==> src/rtl/msd_pkg.sv <==
package msd_pkg;

  // ****************************************
  // Geometry and timing
  // ****************************************
  localparam int          NUM_PORTS   = 6;
  localparam int          CLK_HZ      = 10_000_000;
  localparam int          HOLD_MS     = 15;
  localparam int          HOLD_CYC    = (CLK_HZ / 1000) * HOLD_MS;
  localparam int          CNT_W       = 18;
  localparam logic [5:0]  PORTS_NONE  = 6'h00;
  localparam logic [5:0]  PORTS_ALL   = 6'h3f;

  // ****************************************
  // Sequencer states
  // ****************************************
  typedef enum logic [2:0] {
    ST_IDLE,
    ST_OPEN_ALL,
    ST_FIRST,
    ST_SECOND,
    ST_GAP
  } msd_state_type;

endpackage

==> src/rtl/msd_hold_timer.sv <==
// Hold timer: counts a fixed number of cycles after start, pulses done
module msd_hold_timer #(
  parameter int HOLD = msd_pkg::HOLD_CYC
) (
  // Clock and reset
  input  wire logic clk_sys_i,
  input  wire logic rst_i,
  // Control
  input  wire logic start_i,
  output logic      done_o
);

  logic [msd_pkg::CNT_W-1:0] cnt_q;
  logic [msd_pkg::CNT_W-1:0] cnt_d;
  logic                      run_q;
  logic                      run_d;
  logic                      done_q;
  logic                      done_d;

  // Next count; restart wins over a running count
  always_comb begin
    cnt_d  = cnt_q;
    run_d  = run_q;
    done_d = 1'b0;
    if (start_i) begin
      cnt_d = msd_pkg::CNT_W'(HOLD - 1);
      run_d = 1'b1;
    end else if (run_q) begin
      if (cnt_q == '0) begin
        run_d  = 1'b0;
        done_d = 1'b1;
      end else begin
        cnt_d = cnt_q - 1'b1;
      end
    end
  end

  // Registers
  always_ff @(posedge clk_sys_i or posedge rst_i) begin
    if (rst_i) begin
      cnt_q  <= '0;
      run_q  <= 1'b0;
      done_q <= 1'b0;
    end else begin
      cnt_q  <= cnt_d;
      run_q  <= run_d;
      done_q <= done_d;
    end
  end

  assign done_o = done_q;

endmodule

==> src/rtl/msd_sequencer.sv <==
// Host-side sequencer for a six-port latching matrix switch.
// Limitation: no position feedback is read, so the path record assumes
// every grounded line latched its switch within one hold; a jammed
// switch is not seen here and must be caught by the indicator logic.
// Lines are pulsed per phase rather than held as levels, so an idle
// controller never leaves a coil line grounded.
// Requests are taken only in idle; nothing is queued.
module msd_sequencer #(
  // Cycles per hold; the default is the full latch time
  parameter int HOLD = msd_pkg::HOLD_CYC
) (
  // Clock and reset
  input  wire logic       clk_sys_i,
  input  wire logic       rst_i,
  // Request side
  input  wire logic       req_valid_i,
  input  wire logic [2:0] req_port_a_i,
  input  wire logic [2:0] req_port_b_i,
  input  wire logic       req_mbb_i,
  input  wire logic       req_open_all_i,
  output logic            req_ready_o,
  output logic            req_error_o,
  output logic [5:0]      closed_ports_o,
  // Drive pins, active low: 0 = grounded
  output logic [5:0]      port_select_line_n_o,
  output logic [5:0]      port_release_line_n_o,
  output logic            open_all_line_n_o
);

  // Sequencer state
  msd_pkg::msd_state_type state_q;
  msd_pkg::msd_state_type state_d;
  // Drive line registers, active high inside, inverted at the pins
  logic [5:0]             sel_q;
  logic [5:0]             sel_d;
  logic [5:0]             rel_q;
  logic [5:0]             rel_d;
  logic                   oall_q;
  logic                   oall_d;
  // Record of latched ports and the path being built
  logic [5:0]             closed_q;
  logic [5:0]             closed_d;
  logic [5:0]             tgt_q;
  logic [5:0]             tgt_d;
  // Transition order and refusal flag of the request in hand
  logic                   mbb_q;
  logic                   mbb_d;
  logic                   err_q;
  logic                   err_d;
  // Hold timer handshake
  logic                   tmr_start;
  logic                   tmr_done;
  // Request decode
  logic [5:0]             want;
  logic                   bad_req;

  // ****************************************
  // Request decode
  // ****************************************
  // Refuse a pair that is not two distinct ports in range; one port
  // alone would leave the path half formed
  always_comb begin
    bad_req = (req_port_a_i == req_port_b_i)
            || (req_port_a_i >= 3'(msd_pkg::NUM_PORTS))
            || (req_port_b_i >= 3'(msd_pkg::NUM_PORTS));
  end

  // One comparator per port; an out-of-range code matches no bit, so it
  // can never alias onto a real port
  for (genvar p = 0; p < msd_pkg::NUM_PORTS; p++) begin : g_want
    assign want[p] = (req_port_a_i == 3'(p)) || (req_port_b_i == 3'(p));
  end

  // ****************************************
  // Sequencer
  // ****************************************
  // Every phase drives only one group of lines; the rest are released,
  // so select and release of one port never overlap
  always_comb begin
    state_d   = state_q;
    sel_d     = msd_pkg::PORTS_NONE;
    rel_d     = msd_pkg::PORTS_NONE;
    oall_d    = 1'b0;
    closed_d  = closed_q;
    tgt_d     = tgt_q;
    mbb_d     = mbb_q;
    err_d     = 1'b0;
    tmr_start = 1'b0;
    case (state_q)
      // Only idle takes requests; one that arrives while busy is never seen
      msd_pkg::ST_IDLE: begin
        if (req_valid_i && req_open_all_i) begin
          oall_d    = 1'b1;
          tmr_start = 1'b1;
          state_d   = msd_pkg::ST_OPEN_ALL;
        end else if (req_valid_i && bad_req) begin
          err_d = 1'b1; // Rejected, pins untouched
        end else if (req_valid_i) begin
          tgt_d     = want;
          mbb_d     = req_mbb_i;
          tmr_start = 1'b1;
          state_d   = msd_pkg::ST_FIRST;
          if (req_mbb_i) begin
            // Make first: both ports of the new path are driven
            sel_d = want;
          end else begin
            // Break first: only closed ports outside the new path
            rel_d = closed_q & ~want;
          end
        end
      end
      // Port lines stay released throughout, so no coil fights open-all
      msd_pkg::ST_OPEN_ALL: begin
        oall_d = 1'b1; // Held for the full latch time
        if (tmr_done) begin
          // Every port is now open, whatever the record said
          oall_d   = 1'b0;
          closed_d = msd_pkg::PORTS_NONE;
          state_d  = msd_pkg::ST_IDLE;
        end
      end
      // A phase with an empty set still waits out the hold; simpler than
      // skipping it, and it costs only one hold per path
      msd_pkg::ST_FIRST: begin
        sel_d = mbb_q ? tgt_q : msd_pkg::PORTS_NONE;
        rel_d = mbb_q ? msd_pkg::PORTS_NONE : (closed_q & ~tgt_q);
        if (tmr_done) begin
          // Switch lines from first group to second with one idle
          // cycle so no port sees both lines at the same edge
          sel_d   = msd_pkg::PORTS_NONE;
          rel_d   = msd_pkg::PORTS_NONE;
          state_d = msd_pkg::ST_GAP;
        end
      end
      // One released cycle between phases, so the two groups are never
      // live together; the timer is restarted for the second group here
      msd_pkg::ST_GAP: begin
        tmr_start = 1'b1;
        state_d   = msd_pkg::ST_SECOND;
        if (mbb_q) begin
          rel_d = closed_q & ~tgt_q;
        end else begin
          sel_d = tgt_q;
        end
      end
      // The record changes only once both phases have run their hold
      msd_pkg::ST_SECOND: begin
        sel_d = mbb_q ? msd_pkg::PORTS_NONE : tgt_q;
        rel_d = mbb_q ? (closed_q & ~tgt_q) : msd_pkg::PORTS_NONE;
        if (tmr_done) begin
          sel_d    = msd_pkg::PORTS_NONE;
          rel_d    = msd_pkg::PORTS_NONE;
          closed_d = tgt_q;
          state_d  = msd_pkg::ST_IDLE;
        end
      end
      // Unused codes fall back to idle with every line released
      default: begin
        state_d = msd_pkg::ST_IDLE;
      end
    endcase
    // Final mask on the pin pattern: whatever the state, a port never
    // sees both of its lines, and no port line rides with open-all
    rel_d = rel_d & ~sel_d;
    if (oall_d) begin
      sel_d = msd_pkg::PORTS_NONE;
      rel_d = msd_pkg::PORTS_NONE;
    end
  end

  // Registers; reset releases every line, and the switch simply keeps
  // the path it last latched
  always_ff @(posedge clk_sys_i or posedge rst_i) begin
    if (rst_i) begin
      state_q  <= msd_pkg::ST_IDLE;
      sel_q    <= msd_pkg::PORTS_NONE;
      rel_q    <= msd_pkg::PORTS_NONE;
      oall_q   <= 1'b0;
      closed_q <= msd_pkg::PORTS_NONE;
      tgt_q    <= msd_pkg::PORTS_NONE;
      mbb_q    <= 1'b0;
      err_q    <= 1'b0;
    end else begin
      state_q  <= state_d;
      sel_q    <= sel_d;
      rel_q    <= rel_d;
      oall_q   <= oall_d;
      closed_q <= closed_d;
      tgt_q    <= tgt_d;
      mbb_q    <= mbb_d;
      err_q    <= err_d;
    end
  end

  // ****************************************
  // Hold timer, 15 ms per phase
  // ****************************************
  // Shared by every phase; a start in the gap cycle reloads it, so the
  // second phase gets a full hold of its own
  msd_hold_timer #(
    .HOLD (HOLD)
  ) u_hold (
    .clk_sys_i (clk_sys_i),
    .rst_i     (rst_i),
    .start_i   (tmr_start),
    .done_o    (tmr_done)
  );

  // ****************************************
  // Outputs
  // ****************************************
  // Grounded line = logic 0 at the pin
  // Lines come straight from flops, so no glitch reaches a coil driver
  assign port_select_line_n_o  = ~sel_q;
  assign port_release_line_n_o = ~rel_q;
  assign open_all_line_n_o     = ~oall_q;

  // Status toward the requester; ready is decoded from the state register
  assign req_ready_o           = (state_q == msd_pkg::ST_IDLE);
  assign req_error_o           = err_q;
  assign closed_ports_o        = closed_q;

endmodule

==> config.mk <==
export PLATFORM = sky130hd
export DESIGN_NAME = msd_sequencer
export DESIGN_NICKNAME = d
export VERILOG_FILES = /design/src/rtl/msd_pkg.sv /design/src/rtl/msd_hold_timer.sv /design/src/rtl/msd_sequencer.sv
export SDC_FILE = /design/constraint.sdc
export NUM_CORES = 1
export LEC_CHECK = 0
export ABC_AREA = 1
export BUFFER_PORTS_ARGS = -buffer_cell sky130_fd_sc_hd__buf_2
export CELL_PAD_IN_SITES_DETAIL_PLACEMENT = 1
export CELL_PAD_IN_SITES_GLOBAL_PLACEMENT = 2
export CORE_ASPECT_RATIO = 1.1
export CORE_MARGIN = 2
export CORE_UTILIZATION = 38
export CTS_BUF_LIST = sky130_fd_sc_hd__clkbuf_4
export DETAILED_ROUTE_END_ITERATION = 16
export GPL_ROUTABILITY_DRIVEN = 0
export GPL_TIMING_DRIVEN = 0
export HOLD_SLACK_MARGIN = 0.12
export MAX_ROUTING_LAYER = met4
export PLACE_DENSITY = 0.95
export SYNTH_ARGS = -nofsm -noshare
export SYNTH_HDL_FRONTEND = slang
export SYNTH_SLANG_ARGS = --single-unit
==> constraint.sdc <==
create_clock -name clk_sys_i -period 3.4 [get_ports clk_sys_i]
set_input_delay 0.17 -clock clk_sys_i [delete_from_list [all_inputs] [get_ports clk_sys_i]]
set_output_delay 0.17 -clock clk_sys_i [all_outputs]
set_load 0.03 [all_outputs]
==> key figures, run 1 <==
Status
  – Status: finished, final reports clean

Timing
  – Setup TNS: 0 ps
  – Highest clock rate: 548.4 MHz
  – Final setup violating endpoints: 0
  – Final Hold Fails: 0
  – WHS: 171.7 ps
  – RSZ-0062 raised after global routing: false
  – Layout Skew: 14.90 ps
  – Final min period: 1823 ps
  – Worst-margin pin slew: 1004 ps
  – Relative slew slack: 32.39%
  – Setup ws final: 1577 ps
  – Final Max Slew Viols: 0
  – Part of the cycle the worst path needs: 53.63%

Route
  – Via count: 2679
  – Avg Vias per Cell: 4.943
  – Drt first pass iters: 4
  – # DRC: 0
  – Antenna Nets Post-Route: 0
  – DRT iter0 DRCs: 181
  – Routed WL per cell: 13.84 µm
  – Total Wirelength: 7.499 mm

Layout
  – Fin cells: 542
  – Multi-input combinational cell area: 0.001338 mm²
  – Register area: 0.001251 mm²
  – Synth-to-Final Area Change: 12.79%
  – Fill count: 994
  – Share of layout cells above drive strength 1: 15.33%
  – Commonest non-fill, non-tap cell in the layout: nand2_1
  – Antenna cells: 0
  – Final nets: 448
  – Commonest non-fill, non-tap cells in the layout: 90 x nand2_1, 67 x inv_1, 50 x dfrtp_1

Global routing
  – Initial antenna violation count: 0
  – Vias in the first global route: 2561
  – Tot GR Track Use: 19.93%
  – Pin count of the biggest net entering global routing: 36
  – First-pass GRT wire length: 12.65 mm
  – Grt ovf: 0

CTS
  – CTS tree: yes
  – Clock Tree Buf Depth: 2
  – Clock Pin Slew Worst Setup and Hold Paths: 160 ps
  – Inserted Clock Buffers: 5
  – Clock root buffer master: clkbuf_4
  – Clk sinks: 50
  – Clock Latency Late Sink: 390 ps
  – Setup bufs post-CTS: 0
  – H-tree depth: 2

Logic synthesis
  – Yosys top cell by area: dfrtp_1
  – Synth cell types: 31
  – #FFs+latches synth: 50
  – Synth top area cells: dfrtp_1 43%, nand2_1 12%, inv_1 8.7%
  – Syn Nets: 409
  – Post-synthesis sequential area ratio: 42.77%
  – Yosys warnings: 0
  – Syn Inst Count: 397
  – Syn Std Cell Area: 0.002925 mm²
  – Synth top area share: 42.77%
  – Synth Area per Inst: 7.369 µm²

Place
  – DP Worst Slack: 1601 ps
  – Dpl cells: 533
  – Port-buffer cells: 30
  – Detailed placement HPWL: 5.686 mm

Floorplanning
  – Core Region: 0.007473 mm²
  – Rows: 33
  – Ports: 32
  – Die Y-Extent: 96.02 µm
  – Die area: 0.008417 mm²
  – Initial Utilization: 39.14%
  – Die X: 87.66 µm

Worst setup path
  – Crit path kind: flop to flop
  – Data arrival, critical path: 2110 ps
  – Stages on worst setup path: 4
  – Cells along the critical path: inv_1 -> o21ai_0 -> or2_2 -> a21oi_1
  – Worst setup SP type: flop
  – Crit-path slowest cell: o21ai_0
  – Cell family with most CP delay: compound AO/OA/AOI/OAI gates
  – Worst reg-to-reg path cell count: 4
  – Critical Path Fanout Max: 6
  – CP Capture Type: flop
  – Crit-path max cell delay: 810 ps
  – Crit path buffers/inverters: 1
  – CP required: 3680 ps

Pwr
  – PwrDens: 290.8 mW/mm²
  – Leakage Power: 1.657 nW
  – Peak VDD IR: 0.1282 mV
  – Post-layout power: 0.9594 mW

Flow run
  – Max-Cap Viols: 0

Min path
  – Hold Crit Depth: 3
  – Hold Path Class: input port to flop
worst reg2reg max path: cells and delay by family (launching register included):
family	cells	cell delay [ps]
AO/OA/AOI/OAI	2	870
buffers and inverters	1	130
flip-flops	1	480
AND/OR/NAND/NOR	1	250
metrics by stage:
step	instance area [µm²]	utilization (%)
after CTS	3299	44.15
after global routing	3299	44.15
final	3299	44.15
after floorplan	2925	-
after detailed placement	3227	43.18
after global placement	3207	42.91
layer usage:
layer / routed length [µm] / global-route usage, % / up-vias
met5: 0 / - / -
met3: 234 / 2.144 / 4
met4: 44 / 6.410 / 0
met1: 3716 / 28.68 / 1295
li1: - / - / 1337
met2: 3503 / 29.42 / 43
area by class of cell:
cell class,instances,share of cell area (%)
Buffer,7,1.820
Clock buffer,5,1.138
Clock inverter,3,0.7584
Inverter,71,8.381
Multi-Input combinational cell,269,40.54
Sequential cell,50,37.92
Tap cell,105,3.982
Timing Repair Buffer,32,5.461
sequential cells by signal, indices dropped and copies added (netlist names):
signal          flops
u_hold.done_o       1
u_hold.run_q        1
tgt_q               6
state_q             3
rel_q               6
closed_ports_o      6
u_hold.cnt_q       18
req_error_o         1
mbb_q               1
oall_q              1
sel_q               6
kinds of logic (layout without fill, tap and decap cells):
family,count (synthesis),after routing,share of synthesized area [%]
and+or+nand+nor,228,228,37.98
xor gates and xnor gates,2,2,0.5989
AOI/OAI and AO/OA,38,38,6.715
adders and majority gates,1,1,0.4276
buffers and inverters,78,118,11.51
DFF,50,50,42.77
cells in the mapped netlist:
cell and count:
a21oi_1 4, a21oi_2 1, and2_1 1, buf_4 1, buf_6 4, clkbuf_1 2, clkinv_4 1, dfrtp_1 50
ha_1 1, inv_1 68, inv_2 1, inv_6 1, nand2_1 90, nand2_2 3, nand2_4 3, nand2_8 1
nand3_1 46, nand3_4 1, nand3b_1 13, nand4_1 12, nor2_1 41, nor2_2 5, nor2_4 4, nor3_1 6
nor3b_1 1, o211ai_1 1, o21ai_0 30, o21ai_1 2, or2_2 1, xnor2_1 1, xor2_1 1
power breakdown:
group / switching [mW] / internal (mW)
Clock: 0.219 / 0.0849
Sequential: 0 / 0.595
Combinational: 0.0435 / 0.0165
final timing paths:
path	from	to	slack (ps)
max	state_q[2]$_DFFE_PP0P_	rel_q[5]$_DFF_PP0_	1580
min	req_mbb_i	mbb_q$_DFFE_PP0P_	170
max reg2reg	state_q[2]$_DFFE_PP0P_	rel_q[5]$_DFF_PP0_	1580
min reg2reg	u_hold.cnt_q[0]$_DFFE_PP0P_	u_hold.cnt_q[0]$_DFFE_PP0P_	540
max in group asynchronous	rst_i	u_hold.cnt_q[11]$_DFFE_PP0P_	2590
min in group asynchronous	rst_i	oall_q$_DFF_PP0_	280
repair_timing:
action | CTS | global route
gates resized for setup | 0 | 0
hold buffers | 1 | 0
endpoints found under the setup margin | 0 | 0
endpoints found under the hold margin | 50 | 0
Note: power is estimated with default switching activity, not from simulation.
==> run 2: changes to the inputs <==
CORE_UTILIZATION = 31   (was 38)
PLACE_DENSITY = 0.85   (was 0.95)
clock period = 1.6 ns   (was 3.4 ns; I/O delays follow)
==> key figures, run 2 (synthesis gave the netlist of run 1 again) <==
Status
  – Status: finished, final reports clean

Flow run
  – Max-Cap Viols: 0

CTS
  – H-tree depth: 2
  – Clock Pin Slew Worst Setup and Hold Paths: 180 ps
  – Inserted Clock Buffers: 5
  – CTS tree: yes
  – Clk sinks: 50
  – Clock Latency Late Sink: 380 ps
  – Clock root buffer master: clkbuf_4
  – Clock Tree Buf Depth: 2

Worst setup path
  – CP Capture Type: flop
  – Data arrival, critical path: 1860 ps
  – Worst setup SP type: flop
  – CP required: 1870 ps
  – Critical Path Fanout Max: 9
  – Crit path kind: flop to flop

Route
  – Drt first pass iters: 4
  – Total Wirelength: 8.278 mm
  – Antenna Nets Post-Route: 0
  – Avg Vias per Cell: 4.819
  – # DRC: 0
  – Via count: 2800
  – DRT iter0 DRCs: 98
  – Routed WL per cell: 14.25 µm

Global routing
  – First-pass GRT wire length: 13.69 mm
  – Grt ovf: 0
  – Vias in the first global route: 2848
  – Pin count of the biggest net entering global routing: 40
  – Tot GR Track Use: 16.78%
  – Initial antenna violation count: 1

Layout
  – Share of layout cells above drive strength 1: 22.68%
  – Fin cells: 581
  – Synth-to-Final Area Change: 24.98%
  – Largest register FFs: 18
  – Largest Register: u_hold.cnt_q
  – Final nets: 474
  – Commonest non-fill, non-tap cell in the layout: nand2_1
  – Commonest non-fill, non-tap cells in the layout: 86 x nand2_1, 64 x inv_1, 48 x dfrtp_1

Floorplanning
  – Die X: 96.62 µm
  – Die Y-Extent: 105.9 µm
  – Initial Utilization: 31.59%
  – Rows: 37
  – Ports: 32
  – Core Region: 0.009259 mm²
  – Die area: 0.01023 mm²

Timing
  – Final Hold Fails: 0
  – Highest clock rate: 626.6 MHz
  – Final setup violating endpoints: 0
  – Part of the cycle the worst path needs: 99.74%
  – Final Max Slew Viols: 0
  – Worst-margin pin slew: 632.6 ps
  – Relative slew slack: 57.54%
  – Layout Skew: 25.42 ps
  – Setup TNS: 0 ps
  – Final min period: 1596 ps
  – RSZ-0062 raised after global routing: true

Pwr
  – Power share of the clock group: 36.2%
  – Post-layout power: 2.201 mW
  – Switching share of power: 25.13%
  – PwrDens: 602.1 mW/mm²
  – Leakage Power: 1.790 nW
  – Net switching power: 0.5532 mW
  – Pint: 1.648 mW
  – Comb pwr share: 6.3%
  – Reg power frac: 57.4%
  – Peak VDD IR: 0.3901 mV

Place
  – Dpl cells: 545
  – Port-buffer cells: 30
  – Detailed placement HPWL: 5.884 mm

Min path
  – Hold Path Class: input port to flop
run 2: cell count changes in the layout (fill, tap and decap cells not counted), moves of 3 or more:
cell	before	now
buf_4	1	20
inv_8	0	3
nand2_2	3	6
inv_1	67	64
dlygate4sd3_1	1	6
nor2_1	41	38
inv_2	2	5
nand2_1	90	86
run 2: metal layers:
metal	routed length, µm	GRT usage (%)	share of wire [%]	vias up
li1	-	-	-	1394
met1	3868	22.14	47	1368
met2	4146	27.53	50	34
met3	180	1.989	2.2	4
met4	82	4.427	0.99	0
met5	0	-	0	-
run 2: worst paths after layout:
path / end / slack [ps] / depth (start not counted) / from
hold / removal: req_error_o$_DFF_PP0_ / 140 / 5 / req_port_a_i[0]
min in group asynchronous: rel_q[3]$_DFF_PP0_ / 150 / 3 / rst_i
max in group asynchronous: state_q[2]$_DFFE_PP0P_ / 910 / 4 / rst_i
setup / recovery: u_hold.cnt_q[6]$_DFFE_PP0P_ / 4 / 10 / u_hold.cnt_q[0]$_DFFE_PP0P_
setup reg to reg: u_hold.cnt_q[6]$_DFFE_PP0P_ / 4 / 10 / u_hold.cnt_q[0]$_DFFE_PP0P_
hold reg to reg: u_hold.cnt_q[0]$_DFFE_PP0P_ / 540 / 2 / u_hold.cnt_q[0]$_DFFE_PP0P_
run 2: power by group through the flow:
| stage | sequential (mW) | combinational (mW) | clock, mW |
|---|---|---|---|
| 3_5_place_dp | 1.29 | 0.128 | 0 |
| 4_1_cts | 1.26 | 0.141 | 0.836 |
| 5_1_grt | 1.27 | 0.158 | 0.876 |
| 2_1_floorplan | 1.29 | 0.0760 | 0 |
| 6_report | 1.26 | 0.139 | 0.797 |
| 3_3_place_gp | 1.29 | 0.119 | 0 |
run 2: layout make-up:
| type | instances | area (µm²) |
|---|---|---|
| timing repair buffer | 58 | 409.1 |
| antenna | 1 | 2.502 |
| sequential | 50 | 1254 |
| buffer | 7 | 72.57 |
| inverter | 71 | 281.5 |
| fill | 1173 | 5603 |
| clock inverter | 3 | 48.80 |
| tap | 117 | 146.4 |
| multi-input combinational | 269 | 1404 |
| clock buffer | 5 | 37.54 |
run 2: metrics by stage:
| step | util [%] | hold slack (ps) | setup WS, ps | cell area, µm² |
|---|---|---|---|---|
| 2_1_floorplan | - | 316.4 | 52.49 | 2925 |
| 3_3_place_gp | 34.80 | 485.9 | -445.4 | 3222 |
| 3_5_place_dp | 35.01 | 41.36 | -215.3 | 3242 |
| 4_1_cts | 37.31 | 121.2 | 7.729 | 3455 |
| 5_1_grt | 39.49 | 149.2 | -97.71 | 3656 |
| 6_report | 39.49 | 141.5 | 4.084 | 3656 |
run 2: repair_timing:
action,CTS,global route
hold buffers,6,0
gates resized for setup,7,26
endpoints found under the setup margin,24,36
endpoints found under the hold margin,56,0
gates cloned,0,2
pin swaps,4,14
buffers inserted,6,13
run 2: worst max-delay path: stages, from the launching register on:
cell and delay, ps:
dfrtp_1 420, inv_2 90, ha_4 160, nand2_4 70, nor2_4 160, nand3_4 120
nand2_8 110, inv_8 60, buf_12 130, nand3b_1 100, nand3_1 80
